<file path="config.mk">
export PLATFORM = sky130hd
export DESIGN_NAME = flash_block_erase_mat_switch
export DESIGN_NICKNAME = d
export VERILOG_FILES = /design/src/hw/flash_seq_pkg.sv /design/src/hw/flash_block_erase_mat_switch.sv /design/src/hw/boot_check.sv
export VERILOG_INCLUDE_DIRS = /design/src /design/src/hw
export SDC_FILE = /design/constraint.sdc
export NUM_CORES = 1
export LEC_CHECK = 0
export BUFFER_PORTS_ARGS = -buffer_cell sky130_fd_sc_hd__buf_4
export CORE_UTILIZATION = 25
export DETAILED_ROUTE_END_ITERATION = 10
export GPL_ROUTABILITY_DRIVEN = 0
export GPL_TIMING_DRIVEN = 0
export REMOVE_ABC_BUFFERS = 1
export SETUP_SLACK_MARGIN = 0.5
export SKIP_CTS_REPAIR_TIMING = 1
export SYNTH_ARGS = -nofsm -noshare
export SYNTH_HDL_FRONTEND = slang
export SYNTH_SLANG_ARGS = --single-unit
</file>
<file path="constraint.sdc">
create_clock -name mclk -period 3.9 [get_ports mclk]
set_clock_uncertainty 0.2 [all_clocks]
set_input_delay 0.39 -clock mclk [delete_from_list [all_inputs] [get_ports mclk]]
set_output_delay 0.39 -clock mclk [all_outputs]
set_load 0.01 [all_outputs]
</file>
<file path="src/hw/flash_seq_cfg.svh">
/*
  Offsets, field positions, reset values and timing counts of the flash
  routine sequencer. Assumes a 40 MHz mclk and APB byte addressing.
*/
`ifndef FLASH_SEQ_CFG_SVH
`define FLASH_SEQ_CFG_SVH

// ****************************************
// Register byte offsets
// ****************************************
`define OFS_CODE_CTRL      8'h00
`define OFS_PROG_SEL       8'h04
`define OFS_ERASE_SEL      8'h08
`define OFS_DL_TARGET      8'h0C
`define OFS_KEY            8'h10
`define OFS_ARRAY_SEL      8'h14
`define OFS_DL_RESULT      8'h18
`define OFS_GREG_ZERO      8'h1C
`define OFS_ERASE_CALL     8'h20
`define OFS_GREG_ONE       8'h24
`define OFS_ERASE_ENTRY    8'h28
`define OFS_PROG_ENTRY     8'h2C

// ****************************************
// Field positions
// ****************************************
`define BIT_START          0
`define BIT_BUSY           1
`define BIT_USER_BOOT      2
`define BIT_CHECK_DONE     3
`define BIT_SWITCH_BUSY    4
`define BIT_SEL_ERR        0
`define BIT_KEY_ERR        1
`define BIT_ER_BLOCK_ERR   0
`define BIT_ER_KEY_ERR     1
`define BIT_ER_NOT_LOADED  2
`define BIT_ER_PROTECT     3

// ****************************************
// Values
// ****************************************
`define KEY_DOWNLOAD       8'hA5
`define KEY_PROG_ERASE     8'h5A
`define KEY_CLEAR          8'h00
`define ARRAY_BOOT         8'hAA
`define ARRAY_USER         8'h00
`define ENTRY_OFFSET       24'h000010
`define INIT_OFFSET        24'h000020

// ****************************************
// Timing
// ****************************************
`define CLK_PERIOD_NS      25
`define CHECK_TIME_NS      10000
`define SWITCH_TIME_NS     1000
`define CHECK_CYCLES       ((`CHECK_TIME_NS + `CLK_PERIOD_NS - 1) / `CLK_PERIOD_NS)
`define SWITCH_CYCLES      ((`SWITCH_TIME_NS + `CLK_PERIOD_NS - 1) / `CLK_PERIOD_NS)

`endif

</file>
<file path="src/hw/flash_seq_pkg.sv">
/*
  Types of the flash routine sequencer.
  Assumes nothing beyond a SystemVerilog compiler.
*/
package flash_seq_pkg;

  // One-bit steps from idle through copy to result and through run to wait
  typedef enum logic [2:0] {
    ST_IDLE    = 3'h0,
    ST_DL_COPY = 3'h1,
    ST_DL_RES  = 3'h3,
    ST_ER_RUN  = 3'h2,
    ST_ER_WAIT = 3'h6
  } seq_state_e;

endpackage : flash_seq_pkg

</file>
<file path="src/hw/flash_block_erase_mat_switch.sv">
/*
  Flash routine download, single-block erase call and array switch,
  reached over APB.
  Assumes a flash macro handshaking erase_req/erase_done on mclk and a
  byte-wide RAM write port that accepts one byte per cycle.
*/
// The register addresses and the APB interface to the registers were chosen for this implementation.
// Behaviour
// one erase call clears one block
// program-select bit picks programming routine
// several selects: no download, selection error
// routine copied at download target address
// invalid block number: nothing erased, error
// entry point sixteen bytes above start
// result in low byte, register zero
// caller reserves 128-byte stack
// caller clears key; long reset
// caller avoids emulation RAM region
// caller initialises each routine at +32
// separate RAM areas per routine
// user boot mode: only user array
// boot check holds all interrupts
// after check boot array selected
// user boot mode shows boot array
// caller waits for array switch
// caller switches back to boot array
// caller starts download from RAM
// caller runs outside erased array
// caller writes download key first
// caller writes erase key first
// key cleared after each download
// erase select bit, same one-only check
`timescale 1ns/1ps
`default_nettype none
`include "flash_seq_cfg.svh"

module flash_block_erase_mat_switch #(
  parameter int USER_BLOCKS  = 8,
  parameter int ROUTINE_LEN  = 64,
  parameter int CHECK_CYCLES = `CHECK_CYCLES
) (
  input  wire logic        mclk,
  input  wire logic        rst_n,
  input  wire logic        psel,
  input  wire logic        penable,
  input  wire logic        pwrite,
  input  wire logic [7:0]  paddr,
  input  wire logic [31:0] pwdata,
  output logic             pready,
  output logic [31:0]      prdata,
  output logic             pslverr,
  input  wire logic        user_boot_pin,
  output logic             irq_hold,
  output logic             flash_access_block,
  output logic             boot_array_visible,
  output logic             ram_we,
  output logic [23:0]      ram_addr,
  output logic [7:0]       ram_wdata,
  output logic             erase_req,
  output logic [7:0]       erase_block,
  input  wire logic        erase_done
);

  // ****************************************
  // Strap capture
  // ****************************************
  logic [2:0] pin_sync_q;
  logic [1:0] strap_cnt_q;
  logic       strap_ok_q;
  logic       user_boot_q;
  logic       check_start;
  logic       check_busy;
  logic       check_done;

  always_ff @(posedge mclk or negedge rst_n) begin
    if (!rst_n) begin
      pin_sync_q <= 3'h0;
    end else begin
      pin_sync_q <= {pin_sync_q[1:0], user_boot_pin};
    end
  end

  // Strap taken once the sync chain has filled and agrees
  always_ff @(posedge mclk or negedge rst_n) begin
    if (!rst_n) begin
      strap_cnt_q <= 2'h0;
      strap_ok_q  <= 1'b0;
      user_boot_q <= 1'b0;
    end else if (!strap_ok_q) begin
      if (strap_cnt_q != 2'h3) begin
        strap_cnt_q <= strap_cnt_q + 2'h1;
      end else if (pin_sync_q[1] == pin_sync_q[2]) begin
        strap_ok_q  <= 1'b1;
        user_boot_q <= pin_sync_q[2];
      end
    end
  end

  assign check_start = strap_ok_q && user_boot_q && !check_busy && !check_done;

  boot_check #(
    .CYCLES (CHECK_CYCLES)
  ) u_check (
    .mclk  (mclk),
    .rst_n (rst_n),
    .start (check_start),
    .busy  (check_busy),
    .done  (check_done)
  );

  // ****************************************
  // APB decode
  // ****************************************
  logic                       wr_en;
  logic                       rd_en;
  logic                       hit;
  flash_seq_pkg::seq_state_e  state_q;
  flash_seq_pkg::seq_state_e  state_d;
  logic                       start_q;
  logic                       prog_sel_q;
  logic                       erase_sel_q;
  logic [23:0]                dl_target_q;
  logic [7:0]                 key_q;
  logic [7:0]                 array_sel_q;
  logic [7:0]                 dl_result_q;
  logic [31:0]                greg_zero_q;
  logic [31:0]                greg_one_q;
  logic [23:0]                erase_base_q;
  logic [23:0]                prog_base_q;
  logic                       erase_loaded_q;
  logic                       prog_loaded_q;
  logic [7:0]                 idx_q;
  logic                       dl_is_erase_q;
  logic [15:0]                sw_cnt_q;
  logic                       busy;
  logic                       sw_busy;
  logic                       sel_conflict;
  logic                       sel_none;
  logic                       key_dl_ok;
  logic                       block_ok;
  logic                       protect_hit;
  logic                       go_dl;
  logic                       go_erase;
  logic [7:0]                 er_code;

  assign wr_en = psel && penable && pwrite;
  assign rd_en = psel && penable && !pwrite;
  assign hit   = (paddr[1:0] == 2'h0) && (paddr <= `OFS_PROG_ENTRY);
  assign busy  = (state_q != flash_seq_pkg::ST_IDLE);
  assign sw_busy = (sw_cnt_q != 16'h0);

  // ****************************************
  // Control registers
  // ****************************************
  always_ff @(posedge mclk or negedge rst_n) begin
    if (!rst_n) begin
      prog_sel_q  <= 1'b0;
      erase_sel_q <= 1'b0;
      dl_target_q <= 24'h0;
      greg_one_q  <= 32'h0;
    end else if (state_q == flash_seq_pkg::ST_DL_RES) begin
      prog_sel_q  <= 1'b0;
      erase_sel_q <= 1'b0;
    end else if (wr_en && !busy) begin
      if (paddr == `OFS_PROG_SEL) prog_sel_q <= pwdata[0];
      if (paddr == `OFS_ERASE_SEL) erase_sel_q <= pwdata[0];
      if (paddr == `OFS_DL_TARGET) dl_target_q <= pwdata[23:0];
      if (paddr == `OFS_GREG_ONE) greg_one_q <= pwdata;
    end else if (state_q == flash_seq_pkg::ST_ER_WAIT && erase_done) begin
      // R7 register one is scratch
      greg_one_q <= 32'h0;
    end
  end

  // key wiped after any download attempt
  always_ff @(posedge mclk or negedge rst_n) begin
    if (!rst_n) begin
      key_q <= `KEY_CLEAR;
    end else if (state_q == flash_seq_pkg::ST_DL_RES) begin
      key_q <= `KEY_CLEAR;
    end else if (wr_en && !busy && paddr == `OFS_KEY) begin
      key_q <= pwdata[7:0];
    end
  end

  // ****************************************
  // Array switch
  // ****************************************
  // boot array selected as check starts; R16 user array hidden
  always_ff @(posedge mclk or negedge rst_n) begin
    if (!rst_n) begin
      array_sel_q <= `ARRAY_USER;
      sw_cnt_q    <= 16'h0;
    end else if (check_start) begin
      array_sel_q <= `ARRAY_BOOT;
    end else if (sw_busy) begin
      sw_cnt_q <= sw_cnt_q - 16'h1;
    end else if (wr_en && !busy && user_boot_q && check_done &&
                 paddr == `OFS_ARRAY_SEL) begin
      array_sel_q <= pwdata[7:0];
      sw_cnt_q    <= 16'(`SWITCH_CYCLES);
    end
  end

  // Visible array follows the select only when the switch has settled
  always_ff @(posedge mclk or negedge rst_n) begin
    if (!rst_n) begin
      boot_array_visible <= 1'b0;
    end else if (!sw_busy) begin
      boot_array_visible <= user_boot_q && (array_sel_q == `ARRAY_BOOT);
    end
  end

  // ****************************************
  // Sequencer
  // ****************************************
  // exactly one routine may be chosen
  assign sel_conflict = prog_sel_q && erase_sel_q;
  assign sel_none     = !prog_sel_q && !erase_sel_q;
  assign key_dl_ok    = (key_q == `KEY_DOWNLOAD);
  assign go_dl        = wr_en && !busy && paddr == `OFS_CODE_CTRL && pwdata[`BIT_START];
  assign go_erase     = wr_en && !busy && paddr == `OFS_ERASE_CALL && pwdata[0];
  // block number range check
  assign block_ok     = (greg_zero_q < 32'(USER_BLOCKS));
  // boot array never erased in user boot mode
  assign protect_hit  = user_boot_q && (array_sel_q == `ARRAY_BOOT);
  assign er_code      = {4'h0,
                         protect_hit,
                         !erase_loaded_q,
                         key_q != `KEY_PROG_ERASE,
                         !block_ok};

  always_comb begin
    state_d = state_q;
    case (state_q)
      flash_seq_pkg::ST_IDLE: begin
        if (go_dl) begin
          state_d = (sel_conflict || sel_none || !key_dl_ok) ?
                    flash_seq_pkg::ST_DL_RES : flash_seq_pkg::ST_DL_COPY;
        end else if (go_erase) begin
          state_d = flash_seq_pkg::ST_ER_RUN;
        end
      end
      flash_seq_pkg::ST_DL_COPY: begin
        if (idx_q == 8'(ROUTINE_LEN - 1)) state_d = flash_seq_pkg::ST_DL_RES;
      end
      flash_seq_pkg::ST_DL_RES: state_d = flash_seq_pkg::ST_IDLE;
      flash_seq_pkg::ST_ER_RUN: begin
        state_d = (er_code == 8'h00) ? flash_seq_pkg::ST_ER_WAIT : flash_seq_pkg::ST_IDLE;
      end
      flash_seq_pkg::ST_ER_WAIT: begin
        if (erase_done) state_d = flash_seq_pkg::ST_IDLE;
      end
      default: state_d = flash_seq_pkg::ST_IDLE;
    endcase
  end

  always_ff @(posedge mclk or negedge rst_n) begin
    if (!rst_n) begin
      state_q <= flash_seq_pkg::ST_IDLE;
    end else begin
      state_q <= state_d;
    end
  end

  // Start bit reads as set only while a download runs
  always_ff @(posedge mclk or negedge rst_n) begin
    if (!rst_n) begin
      start_q       <= 1'b0;
      dl_is_erase_q <= 1'b0;
      idx_q         <= 8'h0;
    end else if (state_q == flash_seq_pkg::ST_IDLE && go_dl) begin
      start_q       <= 1'b1;
      dl_is_erase_q <= erase_sel_q;
      idx_q         <= 8'h1;
    end else if (state_q == flash_seq_pkg::ST_DL_COPY) begin
      idx_q <= idx_q + 8'h1;
    end else if (state_q == flash_seq_pkg::ST_DL_RES) begin
      start_q <= 1'b0;
    end
  end

  // each routine keeps its own base address
  always_ff @(posedge mclk or negedge rst_n) begin
    if (!rst_n) begin
      dl_result_q    <= 8'h0;
      erase_base_q   <= 24'h0;
      prog_base_q    <= 24'h0;
      erase_loaded_q <= 1'b0;
      prog_loaded_q  <= 1'b0;
    end else if (state_q == flash_seq_pkg::ST_DL_RES) begin
      dl_result_q <= {6'h0, !key_dl_ok, sel_conflict || sel_none};
      if (!sel_conflict && !sel_none && key_dl_ok) begin
        // programming routine recorded
        if (prog_sel_q) begin
          prog_base_q   <= dl_target_q;
          prog_loaded_q <= 1'b1;
        end
        // erase routine recorded
        if (erase_sel_q) begin
          erase_base_q   <= dl_target_q;
          erase_loaded_q <= 1'b1;
        end
      end
    end
  end

  // routine bytes then result byte at the base
  always_ff @(posedge mclk or negedge rst_n) begin
    if (!rst_n) begin
      ram_we    <= 1'b0;
      ram_addr  <= 24'h0;
      ram_wdata <= 8'h0;
    end else begin
      ram_we <= (state_q == flash_seq_pkg::ST_DL_COPY) ||
                (state_q == flash_seq_pkg::ST_DL_RES);
      if (state_q == flash_seq_pkg::ST_DL_COPY) begin
        ram_addr  <= dl_target_q + {16'h0, idx_q};
        ram_wdata <= {dl_is_erase_q, idx_q[6:0]};
      end else begin
        ram_addr  <= dl_target_q;
        ram_wdata <= {6'h0, !key_dl_ok, sel_conflict || sel_none};
      end
    end
  end

  // one block per call; R7 result in low byte
  always_ff @(posedge mclk or negedge rst_n) begin
    if (!rst_n) begin
      greg_zero_q <= 32'h0;
      erase_req   <= 1'b0;
      erase_block <= 8'h0;
    end else if (wr_en && !busy && paddr == `OFS_GREG_ZERO) begin
      greg_zero_q <= pwdata;
    end else if (state_q == flash_seq_pkg::ST_ER_RUN) begin
      erase_req   <= (er_code == 8'h00);
      erase_block <= greg_zero_q[7:0];
      if (er_code != 8'h00) greg_zero_q <= {greg_zero_q[31:8], er_code};
    end else if (state_q == flash_seq_pkg::ST_ER_WAIT && erase_done) begin
      erase_req   <= 1'b0;
      greg_zero_q <= {greg_zero_q[31:8], 8'h00};
    end
  end

  // ****************************************
  // Read mux and status outputs
  // ****************************************
  // entry points sixteen bytes above each base
  wire [31:0] rd_status = {27'h0, sw_busy, check_done, user_boot_q, busy, start_q};
  wire [31:0] rd_erase_entry = {8'h0, erase_base_q + `ENTRY_OFFSET};
  wire [31:0] rd_prog_entry  = {8'h0, prog_base_q + `ENTRY_OFFSET};

  always_ff @(posedge mclk or negedge rst_n) begin
    if (!rst_n) begin
      prdata <= 32'h0;
    end else if (psel && !penable && !pwrite) begin
      case (paddr)
        `OFS_CODE_CTRL:   prdata <= rd_status;
        `OFS_PROG_SEL:    prdata <= {31'h0, prog_sel_q};
        `OFS_ERASE_SEL:   prdata <= {31'h0, erase_sel_q};
        `OFS_DL_TARGET:   prdata <= {8'h0, dl_target_q};
        `OFS_KEY:         prdata <= {24'h0, key_q};
        `OFS_ARRAY_SEL:   prdata <= {24'h0, array_sel_q};
        `OFS_DL_RESULT:   prdata <= {24'h0, dl_result_q};
        `OFS_GREG_ZERO:   prdata <= greg_zero_q;
        `OFS_GREG_ONE:    prdata <= greg_one_q;
        `OFS_ERASE_ENTRY: prdata <= rd_erase_entry;
        `OFS_PROG_ENTRY:  prdata <= rd_prog_entry;
        default:          prdata <= 32'h0;
      endcase
    end
  end

  assign pready  = 1'b1;
  assign pslverr = psel && penable && !hit;

  // no interrupt, not even NMI, until check ends
  assign irq_hold = !strap_ok_q || check_busy || check_start ||
                    (state_q == flash_seq_pkg::ST_DL_COPY) ||
                    (state_q == flash_seq_pkg::ST_DL_RES);
  assign flash_access_block = sw_busy || busy;

  wire unused_ok = rd_en ^ prog_loaded_q;

endmodule : flash_block_erase_mat_switch

`default_nettype wire

</file>
<file path="src/hw/boot_check.sv">
/*
  Built-in array check timer run once after reset in user boot mode.
  Assumes start is a one-cycle pulse on mclk.
*/
`timescale 1ns/1ps
`default_nettype none

module boot_check #(
  parameter int CYCLES = 400
) (
  input  wire logic mclk,
  input  wire logic rst_n,
  input  wire logic start,
  output logic      busy,
  output logic      done
);

  logic [31:0] cnt_q;
  logic        busy_q;
  logic        done_q;

  always_ff @(posedge mclk or negedge rst_n) begin
    if (!rst_n) begin
      cnt_q  <= 32'h0;
      busy_q <= 1'b0;
      done_q <= 1'b0;
    end else if (start && !busy_q) begin
      cnt_q  <= 32'(CYCLES);
      busy_q <= 1'b1;
    end else if (busy_q) begin
      cnt_q <= cnt_q - 32'h1;
      if (cnt_q == 32'h1) begin
        busy_q <= 1'b0;
        done_q <= 1'b1;
      end
    end
  end

  assign busy = busy_q;
  assign done = done_q;

endmodule : boot_check

`default_nettype wire

</file>
==> impl_metrics.xml, run 1 <==
<?xml version="1.0" encoding="UTF-8"?>
<metrics>
  <group name="sta">
    <metric name="final_min_period_over_clock_period" unit="">0.864</metric>
    <metric name="report.final.setup_viol" unit="">0</metric>
    <metric name="number_of_endpoints_with_negative_hold_slack_in_the_final_report" unit="">0</metric>
    <metric name="rsz0062_at_grt" unit="">true</metric>
    <metric name="slew_viol_final" unit="">0</metric>
    <metric name="max-slew-margin-rel" unit="">0.0880</metric>
    <metric name="period_minus_slack" unit="ns">3.37</metric>
    <metric name="achievable-frequency" unit="GHz">0.297</metric>
    <metric name="tightestPinTransition" unit="ns">1.36</metric>
    <metric name="fin_setup_tns" unit="ns">0</metric>
  </group>
  <group name="finish">
    <metric name="n_fill_cell" unit="">5931</metric>
    <metric name="fin_cells" unit="">2333</metric>
    <metric name="finish.net_count" unit="">1606</metric>
    <metric name="n_antenna_cell" unit="">0</metric>
    <metric name="drive_above_1_share" unit="">0.227</metric>
    <metric name="area_growth_syn_to_layout" unit="%">24.7</metric>
  </group>
  <group name="synthesis">
    <metric name="synth_edf_count" unit="">0</metric>
    <metric name="ys_ff_latch" unit="">302</metric>
    <metric name="synth.top_cell.area_share" unit="">0.517</metric>
    <metric name="asyncSetResetFlopFracSynth" unit="">1.00</metric>
    <metric name="part_of_the_yosys_area_used_for_sequential_elements" unit="">0.517</metric>
    <metric name="synthMostInstantiatedCell" unit="">sky130_fd_sc_hd__dfrtp_1</metric>
    <metric name="syn_inst" unit="">1390</metric>
    <metric name="synth_area_leaders" unit="">sky130_fd_sc_hd__dfrtp_1 (52%), sky130_fd_sc_hd__mux2_2 (8.0%), sky130_fd_sc_hd__nand2_1 (4.2%)</metric>
    <metric name="synth_top_cells_by_count" unit="">sky130_fd_sc_hd__dfrtp_1 (302), sky130_fd_sc_hd__nand2_1 (164), sky130_fd_sc_hd__mux2_2 (104), sky130_fd_sc_hd__nor2_1 (91), sky130_fd_sc_hd__o21ai_0 (84)</metric>
    <metric name="synth_cell_types" unit="">76</metric>
    <metric name="yosys_warnings" unit="">0</metric>
    <metric name="ys.flop_type" unit="">sky130_fd_sc_hd__dfrtp_1</metric>
    <metric name="mappedNetlistArea" unit="µm²">14600</metric>
    <metric name="cell_taking_the_most_area_after_synthesis" unit="">sky130_fd_sc_hd__dfrtp_1</metric>
    <metric name="avg_inst_size_synth" unit="µm²">10.5</metric>
  </group>
  <group name="worst_setup_path">
    <metric name="r2r_start" unit="">state_q[2]</metric>
    <metric name="worst_reg_to_reg_setup_slack" unit="ns">0.85</metric>
    <metric name="crit_path_end_kind" unit="">flip-flop</metric>
    <metric name="timing.critical_path.fanout_max" unit="">22</metric>
    <metric name="critical_path.most_common_cell" unit="">sky130_fd_sc_hd__nand2_1</metric>
    <metric name="critical-path-slowest-cell" unit="">sky130_fd_sc_hd__nor4bb_4</metric>
    <metric name="timing.critical_path.required" unit="ns">4.11</metric>
    <metric name="path_delay_family" unit="">simple AND/OR/NAND/NOR gates</metric>
    <metric name="worst-endpoint-arrival" unit="ns">3.58</metric>
    <metric name="r2r-end" unit="">dl_target_q[20]</metric>
    <metric name="worstSetupStartpointType" unit="">input pin</metric>
    <metric name="worst_path_largest_cell_delay" unit="ns">0.69</metric>
    <metric name="worstSetupPathType" unit="">in2reg</metric>
    <metric name="worstPathBufferInverterCount" unit="">3</metric>
    <metric name="r2r.worst_path.cells" unit="">6</metric>
    <metric name="cp_cell_sequence" unit="">buf_4 -&gt; nor4bb_4 -&gt; buf_6 -&gt; nand2_2 -&gt; nand2_1 -&gt; nand2_1 -&gt; ha_1 -&gt; inv_1 -&gt; a21o_1 -&gt; nor4_1 -&gt; or3_1 -&gt; a221o_1</metric>
  </group>
  <group name="die">
    <metric name="initial_core_util" unit="">0.253</metric>
    <metric name="pin_count" unit="">126</metric>
    <metric name="dieHeight" unit="µm">244</metric>
    <metric name="dieArea" unit="µm²">59400</metric>
    <metric name="die_w" unit="µm">244</metric>
    <metric name="coreArea" unit="µm²">57700</metric>
    <metric name="fp_rows" unit="">88</metric>
  </group>
  <group name="route">
    <metric name="vias" unit="">11800</metric>
    <metric name="vias_per_cell" unit="">5.07</metric>
    <metric name="firstDrtPassIters" unit="">8</metric>
    <metric name="wl_per_cell" unit="µm">19.7</metric>
    <metric name="detailedRoute.firstIterationViolations" unit="">1047</metric>
    <metric name="finalWirelength" unit="µm">45900</metric>
    <metric name="remaining_drc_errors" unit="">0</metric>
    <metric name="route.antenna.remaining_nets" unit="">0</metric>
  </group>
  <group name="grt">
    <metric name="grt_max_degree" unit="">121</metric>
    <metric name="global_route_wire_length_before_repair" unit="µm">70300</metric>
    <metric name="first_global_vias" unit="">11700</metric>
    <metric name="residual_overflow_from_global_routing" unit="">0</metric>
    <metric name="grt_antenna_before_repair" unit="">1</metric>
    <metric name="grt_use_total" unit="">0.151</metric>
  </group>
  <group name="flow_run">
    <metric name="timing.max_cap.violations" unit="">0</metric>
  </group>
  <group name="clock_tree">
    <metric name="clock_tree.buffer_depth" unit="">3</metric>
    <metric name="tritoncts.num_buffers" unit="">35</metric>
    <metric name="cts_tree" unit="">built</metric>
    <metric name="cts.clk_slew.worst_paths" unit="ns">0.06</metric>
    <metric name="clk-insertion-delay-late" unit="ns">0.53</metric>
    <metric name="sink_count_of_the_clock_tree" unit="">302</metric>
    <metric name="cts_root_buffer" unit="">sky130_fd_sc_hd__clkbuf_16</metric>
    <metric name="cts-htree-levels" unit="">2</metric>
  </group>
  <group name="hold_path">
    <metric name="hold_path_startpoint" unit="">erase_done</metric>
    <metric name="worstHoldPathType" unit="">in2reg</metric>
    <metric name="whs_path_depth" unit="">4</metric>
    <metric name="capture_endpoint_of_the_worst_hold_path" unit="">state_q[1]</metric>
  </group>
  <group name="power">
    <metric name="share_comb_of_total_power" unit="">0.147</metric>
    <metric name="switchingPower" unit="mW">2.36</metric>
    <metric name="design_power_total" unit="mW">8.29</metric>
    <metric name="pwr-share-clk" unit="">0.399</metric>
    <metric name="swShare" unit="">0.285</metric>
    <metric name="power.density_cell_area" unit="nW/µm²">455</metric>
    <metric name="cellLeakagePower" unit="nW">8.07</metric>
    <metric name="seqPwrFrac" unit="">0.455</metric>
    <metric name="power.ir.vdd_worst" unit="mV">0.275</metric>
    <metric name="internal_power" unit="mW">5.93</metric>
  </group>
  <group name="run_status">
    <metric name="run_status" unit="">finished clean</metric>
  </group>
  <group name="placed_design">
    <metric name="hpwl" unit="µm">33000</metric>
    <metric name="dp.cells" unit="">2218</metric>
    <metric name="io_buffer_count" unit="">124</metric>
  </group>
</metrics>
## worst max-delay path by stage
stage	start	to	slack, ns	depth (start not counted)
floorplan	paddr[4]	greg_one_q[0]	-0.67	4
global placement	paddr[4]	greg_one_q[18]	-5.79	5
detailed placement	paddr[2]	prdata[14]	-0.82	11
CTS	paddr[2]	prdata[14]	-0.28	11
global route	paddr[2]	prdata[14]	0.37	12
finish	paddr[2]	prdata[14]	0.53	12
## worst reg2reg max path, delay by kind of cell, from the launching register on
| kind | cells | cell delay [ns] |
|---|---|---|
| flops | 1 | 0.50 |
| mux | 1 | 0.35 |
| buf+inv | 2 | 0.44 |
| simple gates | 3 | 1.42 |
## power by group through the flow
stage	combinational, mW	sequential [mW]	clock [mW]
after floorplan	0.798	3.72	0
after global placement	1.11	3.79	0
after detailed placement	1.18	3.81	0
after CTS	1.19	3.76	3.39
after global routing	1.38	3.81	3.52
final	1.22	3.77	3.31
## flip-flops by register name, summed over array words and instances, names as in the netlist, 16 cells and up
register       cells
greg_zero_q       32
erase_base_q      24
sw_cnt_q          16
prdata            32
prog_base_q       24
dl_target_q       24
u_check.cnt_q     32
ram_addr          24
greg_one_q        32
## metrics by stage
step           hold WS (ns)  utilization  cell area [µm²]  setup WS, ns
3_3_place_gp          0.193        0.280            16200         -5.79
3_5_place_dp          0.183        0.286            16500        -0.822
2_1_floorplan        -0.106            -            14300        -0.670
6_report             0.0306        0.316            18200         0.530
4_1_cts              -0.366        0.306            17600        -0.279
5_1_grt              0.0365        0.316            18200         0.366
## metal layers
metal  share of wire  vias up  track usage
met2            0.48      412        0.249
met3           0.077       88       0.0449
met1            0.42     5938        0.193
met4           0.021        2       0.0360
met5         0.00037        -            0
li1                -     5392            -
## area by class of cell
cell class	count	area [µm²]	area share
Sequential cell	302	7560	0.415
Timing Repair Buffer	194	1680	0.0920
Clock buffer	46	1010	0.0554
Multi-Input combinational cell	990	6800	0.373
Inverter	21	78.8	0.00433
Tap cell	765	957	0.0525
Clock inverter	15	139	0.00762
## cell families after synthesis
logic type                 count (synthesis)  synth area share
xor gates and xnor gates                  74            0.0444
muxes                                    119            0.0905
other                                      1          0.000257
DFF                                      302             0.517
and+or+nand+nor                          472             0.162
adders and majority gates                 15            0.0134
buffers and inverters                     98            0.0266
AOI/OAI and AO/OA                        309             0.145
## layout by cell type (no fill, tap or decap), types with 21 or more instances in the layout
cell type and instances:
sky130_fd_sc_hd__mux2_2 104, sky130_fd_sc_hd__a22oi_1 29, sky130_fd_sc_hd__a22o_1 40, sky130_fd_sc_hd__nor3_1 29, sky130_fd_sc_hd__clkbuf_16 37, sky130_fd_sc_hd__dfrtp_1 302
sky130_fd_sc_hd__o21ai_0 84, sky130_fd_sc_hd__inv_1 21, sky130_fd_sc_hd__dlygate4sd3_1 34, sky130_fd_sc_hd__a21oi_1 43, sky130_fd_sc_hd__nand2_1 162, sky130_fd_sc_hd__nor4_1 27
sky130_fd_sc_hd__buf_4 144, sky130_fd_sc_hd__nand3_1 35, sky130_fd_sc_hd__xnor2_1 34, sky130_fd_sc_hd__nor2_1 88, sky130_fd_sc_hd__xor2_1 40
No activity file was read; power rests on OpenSTA's default activity.
==> run 2, diff against run 1 <==
--- a/config.mk
+++ b/config.mk
@@ -6,11 +6,13 @@
 export SDC_FILE = /design/constraint.sdc
 export NUM_CORES = 1
 export LEC_CHECK = 0
-export BUFFER_PORTS_ARGS = -buffer_cell sky130_fd_sc_hd__buf_4
 export CORE_UTILIZATION = 25
+export CTS_CLUSTER_SIZE = 20
 export DETAILED_ROUTE_END_ITERATION = 10
+export DONT_BUFFER_PORTS = 1
 export GPL_ROUTABILITY_DRIVEN = 0
 export GPL_TIMING_DRIVEN = 0
+export HOLD_SLACK_MARGIN = 0.08
 export REMOVE_ABC_BUFFERS = 1
 export SETUP_SLACK_MARGIN = 0.5
 export SKIP_CTS_REPAIR_TIMING = 1
==> impl_metrics.xml, run 2 (same netlist as run 1, synthesis figures left out) <==
<?xml version="1.0" encoding="UTF-8"?>
<metrics>
  <group name="die">
    <metric name="initial_core_util" unit="">0.253</metric>
    <metric name="die_w" unit="µm">244</metric>
    <metric name="coreArea" unit="µm²">57700</metric>
    <metric name="dieHeight" unit="µm">244</metric>
    <metric name="pin_count" unit="">126</metric>
    <metric name="fp_rows" unit="">88</metric>
    <metric name="dieArea" unit="µm²">59400</metric>
  </group>
  <group name="clock_tree">
    <metric name="cts-htree-levels" unit="">2</metric>
    <metric name="clock_tree.buffer_depth" unit="">3</metric>
    <metric name="clk-insertion-delay-late" unit="ns">0.56</metric>
    <metric name="sink_count_of_the_clock_tree" unit="">302</metric>
    <metric name="cts_tree" unit="">built</metric>
    <metric name="cts.clk_slew.worst_paths" unit="ns">0.06</metric>
    <metric name="tritoncts.num_buffers" unit="">34</metric>
    <metric name="cts_root_buffer" unit="">sky130_fd_sc_hd__clkbuf_16</metric>
  </group>
  <group name="run_status">
    <metric name="failed_checks" unit="">negative hold slack, max-capacitance violations, max-slew violations</metric>
    <metric name="run_status" unit="">finished, violations left</metric>
  </group>
  <group name="route">
    <metric name="vias" unit="">11400</metric>
    <metric name="wl_per_cell" unit="µm">20.6</metric>
    <metric name="finalWirelength" unit="µm">45500</metric>
    <metric name="vias_per_cell" unit="">5.17</metric>
    <metric name="firstDrtPassIters" unit="">9</metric>
    <metric name="route.antenna.remaining_nets" unit="">0</metric>
    <metric name="remaining_drc_errors" unit="">0</metric>
    <metric name="detailedRoute.firstIterationViolations" unit="">1150</metric>
  </group>
  <group name="flow_run">
    <metric name="timing.max_cap.violations" unit="">1</metric>
  </group>
  <group name="placed_design">
    <metric name="placement_cell_area" unit="µm²">15500</metric>
    <metric name="hpwl" unit="µm">32200</metric>
    <metric name="io_buffer_count" unit="">0</metric>
  </group>
  <group name="finish">
    <metric name="multiInputGateArea" unit="µm²">6790</metric>
    <metric name="area_growth_syn_to_layout" unit="%">17.2</metric>
    <metric name="finalCoreUtilization" unit="">0.297</metric>
    <metric name="n_fill_cell" unit="">5969</metric>
    <metric name="register_area" unit="µm²">7560</metric>
    <metric name="drive_above_1_share" unit="">0.150</metric>
    <metric name="most_common_cell_after_layout_fill_and_taps_aside" unit="">sky130_fd_sc_hd__dfrtp_1</metric>
    <metric name="finish.net_count" unit="">1473</metric>
    <metric name="final_design_area_no_fill" unit="µm²">17100</metric>
    <metric name="mostFrequentLayoutCells" unit="">sky130_fd_sc_hd__dfrtp_1 (302), sky130_fd_sc_hd__nand2_1 (163), sky130_fd_sc_hd__mux2_2 (104)</metric>
  </group>
  <group name="worst_setup_path">
    <metric name="worst_reg_to_reg_setup_slack" unit="ns">0.67</metric>
    <metric name="worstSetupStartpointType" unit="">input pin</metric>
    <metric name="cp_cell_sequence" unit="">nor4bb_4 -&gt; buf_8 -&gt; nand2_1 -&gt; nand2_1 -&gt; nand2_1 -&gt; ha_1 -&gt; inv_1 -&gt; a21o_1 -&gt; nor4_1 -&gt; or3_1 -&gt; a221o_1</metric>
    <metric name="path_delay_family" unit="">simple AND/OR/NAND/NOR gates</metric>
    <metric name="worst-endpoint-arrival" unit="ns">3.46</metric>
    <metric name="crit_path_end_kind" unit="">flip-flop</metric>
    <metric name="r2r.worst_path.cells" unit="">6</metric>
    <metric name="worst_path_largest_cell_delay" unit="ns">0.56</metric>
    <metric name="r2r_start" unit="">state_q[2]</metric>
    <metric name="critical-path-slowest-cell" unit="">sky130_fd_sc_hd__nor4bb_4</metric>
    <metric name="worstPathBufferInverterCount" unit="">2</metric>
    <metric name="critical_path.most_common_cell" unit="">sky130_fd_sc_hd__nand2_1</metric>
    <metric name="timing.critical_path.required" unit="ns">4.12</metric>
    <metric name="worstSetupPathType" unit="">in2reg</metric>
    <metric name="timing.critical_path.fanout_max" unit="">22</metric>
    <metric name="r2r-end" unit="">sw_cnt_q[13]</metric>
    <metric name="critical_path_depth" unit="">11</metric>
  </group>
  <group name="sta">
    <metric name="period_minus_slack" unit="ns">3.24</metric>
    <metric name="max-slew-margin-rel" unit="">-0.0217</metric>
    <metric name="tightestPinTransition" unit="ns">1.52</metric>
    <metric name="worst_hold_slack" unit="ns">-0.619</metric>
    <metric name="report.final.setup_viol" unit="">0</metric>
    <metric name="number_of_endpoints_with_negative_hold_slack_in_the_final_report" unit="">302</metric>
    <metric name="rsz0062_at_grt" unit="">true</metric>
    <metric name="final_min_period_over_clock_period" unit="">0.832</metric>
    <metric name="achievable-frequency" unit="GHz">0.308</metric>
    <metric name="slew_viol_final" unit="">5</metric>
  </group>
  <group name="power">
    <metric name="design_power_total" unit="mW">8.04</metric>
    <metric name="power.ir.vdd_worst" unit="mV">0.346</metric>
    <metric name="seqPwrFrac" unit="">0.470</metric>
    <metric name="internal_power" unit="mW">5.76</metric>
    <metric name="swShare" unit="">0.283</metric>
    <metric name="share_comb_of_total_power" unit="">0.130</metric>
    <metric name="pwr-share-clk" unit="">0.399</metric>
    <metric name="cellLeakagePower" unit="nW">7.34</metric>
    <metric name="power.density_cell_area" unit="nW/µm²">470</metric>
    <metric name="switchingPower" unit="mW">2.27</metric>
  </group>
  <group name="grt">
    <metric name="global_route_wire_length_before_repair" unit="µm">69400</metric>
    <metric name="grt_max_degree" unit="">303</metric>
    <metric name="grt_use_total" unit="">0.150</metric>
    <metric name="residual_overflow_from_global_routing" unit="">0</metric>
    <metric name="grt_antenna_before_repair" unit="">6</metric>
    <metric name="first_global_vias" unit="">11200</metric>
  </group>
  <group name="hold_path">
    <metric name="worstHoldPathType" unit="">in2async</metric>
  </group>
</metrics>
==> run 2: changes by cell type in the layout (fill, tap and decap cells not counted), moves of 2 or more <==
| cell | delta |
|---|---|
| sky130_fd_sc_hd__buf_4 | -127 |
| sky130_fd_sc_hd__clkbuf_1 | +5 |
| sky130_fd_sc_hd__diode_2 | +4 |
| sky130_fd_sc_hd__clkbuf_16 | -3 |
| sky130_fd_sc_hd__buf_12 | -2 |
| sky130_fd_sc_hd__buf_6 | -2 |
| sky130_fd_sc_hd__clkinv_2 | -2 |
| sky130_fd_sc_hd__clkinvlp_4 | -2 |
| sky130_fd_sc_hd__inv_6 | +2 |
| sky130_fd_sc_hd__nor4_1 | +2 |
| sky130_fd_sc_hd__nor4_2 | -2 |
==> run 2: area by class of cell <==
cell class	count	share of cell area
Sequential cell	302	0.442
Tap cell	765	0.0559
Antenna cell	4	0.000585
Clock inverter	14	0.00863
Inverter	21	0.00461
Multi-Input combinational cell	991	0.397
Timing Repair Buffer	61	0.0360
Clock buffer	48	0.0557
==> run 2: layer usage <==
metal,routed length (µm),up-vias,GRT usage
met1,18600,5791,0.187
li1,-,5145,-
met2,21900,420,0.247
met4,520,4,0.0292
met5,22,-,0
met3,4440,56,0.0554
==> run 2: power by group through the flow <==
stage	Clock, mW	Sequential [mW]	Combinational (mW)
2_1_floorplan	0	3.72	0.798
4_1_cts	3.29	3.77	0.994
5_1_grt	3.44	3.83	1.19
3_3_place_gp	0	3.81	0.937
3_5_place_dp	0	3.83	0.988
6_report	3.21	3.78	1.05
==> run 2: through the flow <==
stage | cells | TNS (ns) | worst slack [ns]
floorplan | 1313 | -31.08 | -0.670
global placement | 2078 | -397.19 | -5.68
detailed placement | 2091 | -3.16 | -0.616
CTS | 2153 | -1.05 | -0.0627
global route | 2204 | 0 | 0.432
finish | 2206 | 0 | 0.657
==> run 2: worst max-delay path by stage <==
stage                from          endpoint  slack (ns)
2_1_floorplan    paddr[4]     greg_one_q[0]       -0.67
3_3_place_gp     paddr[4]    greg_one_q[18]       -5.68
3_5_place_dp     paddr[0]        prdata[14]       -0.62
4_1_cts        state_q[2]  erase_base_q[21]       -0.06
5_1_grt        state_q[2]      sw_cnt_q[13]        0.43
6_report         paddr[2]        prdata[14]        0.66
==> run 3, diff against run 2 <==
==> constraint.sdc (replaced) <==
create_clock -name mclk -period 2.94 [get_ports mclk]
set_clock_uncertainty 0.2 [all_clocks]
set_input_delay 0.294 -clock mclk [delete_from_list [all_inputs] [get_ports mclk]]
set_output_delay 0.294 -clock mclk [all_outputs]
set_load 0.01 [all_outputs]
==> impl_metrics.xml, run 3 (same netlist as run 1, synthesis figures left out) <==
<?xml version="1.0" encoding="UTF-8"?>
<metrics>
  <group name="run_status">
    <metric name="run_status" unit="">finished, violations left</metric>
    <metric name="failed_checks" unit="">negative hold slack</metric>
  </group>
  <group name="clock_tree">
    <metric name="cts_root_buffer" unit="">sky130_fd_sc_hd__clkbuf_16</metric>
    <metric name="cts-htree-levels" unit="">2</metric>
    <metric name="clk-insertion-delay-late" unit="ns">0.55</metric>
    <metric name="sink_count_of_the_clock_tree" unit="">302</metric>
    <metric name="tritoncts.num_buffers" unit="">34</metric>
    <metric name="cts.clk_slew.worst_paths" unit="ns">0.07</metric>
    <metric name="clock_tree.buffer_depth" unit="">3</metric>
    <metric name="cts_tree" unit="">built</metric>
  </group>
  <group name="sta">
    <metric name="max-slew-margin-rel" unit="">0.368</metric>
    <metric name="final_min_period_over_clock_period" unit="">0.899</metric>
    <metric name="tightestPinTransition" unit="ns">0.940</metric>
    <metric name="report.final.setup_viol" unit="">0</metric>
    <metric name="achievable-frequency" unit="GHz">0.378</metric>
    <metric name="rsz0062_at_grt" unit="">true</metric>
    <metric name="fin_setup_tns" unit="ns">0</metric>
    <metric name="worst_hold_slack" unit="ns">-0.716</metric>
    <metric name="period_minus_slack" unit="ns">2.64</metric>
    <metric name="number_of_endpoints_with_negative_hold_slack_in_the_final_report" unit="">302</metric>
    <metric name="slew_viol_final" unit="">0</metric>
  </group>
  <group name="route">
    <metric name="remaining_drc_errors" unit="">0</metric>
    <metric name="vias" unit="">11800</metric>
    <metric name="firstDrtPassIters" unit="">5</metric>
    <metric name="route.antenna.remaining_nets" unit="">0</metric>
    <metric name="wl_per_cell" unit="µm">20.8</metric>
    <metric name="vias_per_cell" unit="">5.20</metric>
    <metric name="finalWirelength" unit="µm">47500</metric>
    <metric name="detailedRoute.firstIterationViolations" unit="">1327</metric>
  </group>
  <group name="die">
    <metric name="fp_rows" unit="">88</metric>
    <metric name="dieArea" unit="µm²">59400</metric>
    <metric name="pin_count" unit="">126</metric>
    <metric name="coreArea" unit="µm²">57700</metric>
    <metric name="die_w" unit="µm">244</metric>
    <metric name="dieHeight" unit="µm">244</metric>
    <metric name="initial_core_util" unit="">0.253</metric>
  </group>
  <group name="power">
    <metric name="switchingPower" unit="mW">3.35</metric>
    <metric name="power.ir.vdd_worst" unit="mV">0.532</metric>
    <metric name="cellLeakagePower" unit="nW">7.80</metric>
    <metric name="seqPwrFrac" unit="">0.449</metric>
    <metric name="power.density_cell_area" unit="nW/µm²">618</metric>
    <metric name="share_comb_of_total_power" unit="">0.176</metric>
    <metric name="internal_power" unit="mW">7.98</metric>
    <metric name="pwr-share-clk" unit="">0.376</metric>
    <metric name="swShare" unit="">0.295</metric>
    <metric name="design_power_total" unit="mW">11.3</metric>
  </group>
  <group name="grt">
    <metric name="grt_use_total" unit="">0.150</metric>
    <metric name="residual_overflow_from_global_routing" unit="">0</metric>
    <metric name="grt_max_degree" unit="">303</metric>
    <metric name="grt_antenna_before_repair" unit="">6</metric>
    <metric name="first_global_vias" unit="">11200</metric>
    <metric name="global_route_wire_length_before_repair" unit="µm">69400</metric>
  </group>
  <group name="placed_design">
    <metric name="io_buffer_count" unit="">0</metric>
    <metric name="hpwl" unit="µm">32200</metric>
    <metric name="dp.cells" unit="">2091</metric>
  </group>
  <group name="flow_run">
    <metric name="timing.max_cap.violations" unit="">0</metric>
  </group>
  <group name="worst_setup_path">
    <metric name="worst_reg_to_reg_setup_slack" unit="ns">0.30</metric>
    <metric name="cp_cell_sequence" unit="">dlygate4sd3_1 -&gt; nor2_1 -&gt; o21ai_0 -&gt; nand3_2 -&gt; nor2_1 -&gt; o21ai_0 -&gt; o211ai_1</metric>
    <metric name="worst_path_largest_cell_delay" unit="ns">0.71</metric>
    <metric name="r2r.worst_path.cells" unit="">6</metric>
    <metric name="r2r_start" unit="">u_check.cnt_q[10]</metric>
    <metric name="worstSetupStartpointType" unit="">input pin</metric>
    <metric name="timing.critical_path.required" unit="ns">3.18</metric>
    <metric name="worstSetupPathType" unit="">in2reg</metric>
    <metric name="critical-path-slowest-cell" unit="">sky130_fd_sc_hd__dlygate4sd3_1</metric>
    <metric name="r2r-end" unit="">u_check.cnt_q[23]</metric>
    <metric name="worst-endpoint-arrival" unit="ns">2.88</metric>
    <metric name="timing.critical_path.fanout_max" unit="">26</metric>
    <metric name="crit_path_end_kind" unit="">flip-flop</metric>
  </group>
  <group name="finish">
    <metric name="most_common_cell_after_layout_fill_and_taps_aside" unit="">sky130_fd_sc_hd__dfrtp_1</metric>
    <metric name="finish.net_count" unit="">1547</metric>
    <metric name="area_growth_syn_to_layout" unit="%">25.5</metric>
    <metric name="drive_above_1_share" unit="">0.237</metric>
    <metric name="fin_cells" unit="">2279</metric>
    <metric name="mostFrequentLayoutCells" unit="">sky130_fd_sc_hd__dfrtp_1 (293), sky130_fd_sc_hd__nand2_1 (157), sky130_fd_sc_hd__mux2_2 (104)</metric>
  </group>
  <group name="hold_path">
    <metric name="worstHoldPathType" unit="">in2async</metric>
  </group>
</metrics>
[run 3: how the worst max path moves through the flow]
stage	startpoint	to	slack (ns)
finish	paddr[2]	prdata[12]	0.30
global route	paddr[2]	prdata[12]	0.20
global placement	paddr[4]	greg_one_q[18]	-6.54
CTS	state_q[2]	erase_base_q[21]	-1.02
floorplan	paddr[4]	greg_one_q[0]	-1.53
detailed placement	paddr[0]	prdata[14]	-1.48
[run 3: critical path: cells and delay by family]
kind                   cells  cell delay, ns
and+or+nand+nor            3            1.32
AOI/OAI and AO/OA          3            0.53
buffers and inverters      1            0.71
[run 3: cell type report]
type	count	area, µm²
inverter	21	78.8
antenna	3	7.51
clock buffer	48	953
multi-input combinational	992	7410
fill	5866	39400
clock inverter	14	148
tap	765	957
timing repair buffer	134	1200
sequential	302	7570
[run 3: stage by stage]
stage	hold slack [ns]	util	cell area, µm²	setup slack (ns)
final	-0.716	0.318	18300	0.297
after detailed placement	-0.184	0.269	15500	-1.48
after floorplan	-0.202	-	14300	-1.53
after global routing	-0.744	0.318	18300	0.204
after CTS	-0.764	0.288	16600	-1.02
after global placement	-0.185	0.264	15300	-6.54
[run 3: per-layer routing]
metal  track usage  routed length (µm)
met5             0                  18
met2         0.247               22900
met1         0.187               19300
met3        0.0554                4550
met4        0.0292                 746
[run 3: power by group through the flow]
stage / registers (mW) / logic [mW] / clock network (mW)
floorplan: 4.94 / 1.06 / 0
global placement: 5.05 / 1.24 / 0
detailed placement: 5.08 / 1.31 / 0
CTS: 5.01 / 1.32 / 4.36
global route: 5.13 / 2.20 / 4.56
finish: 5.08 / 1.99 / 4.26
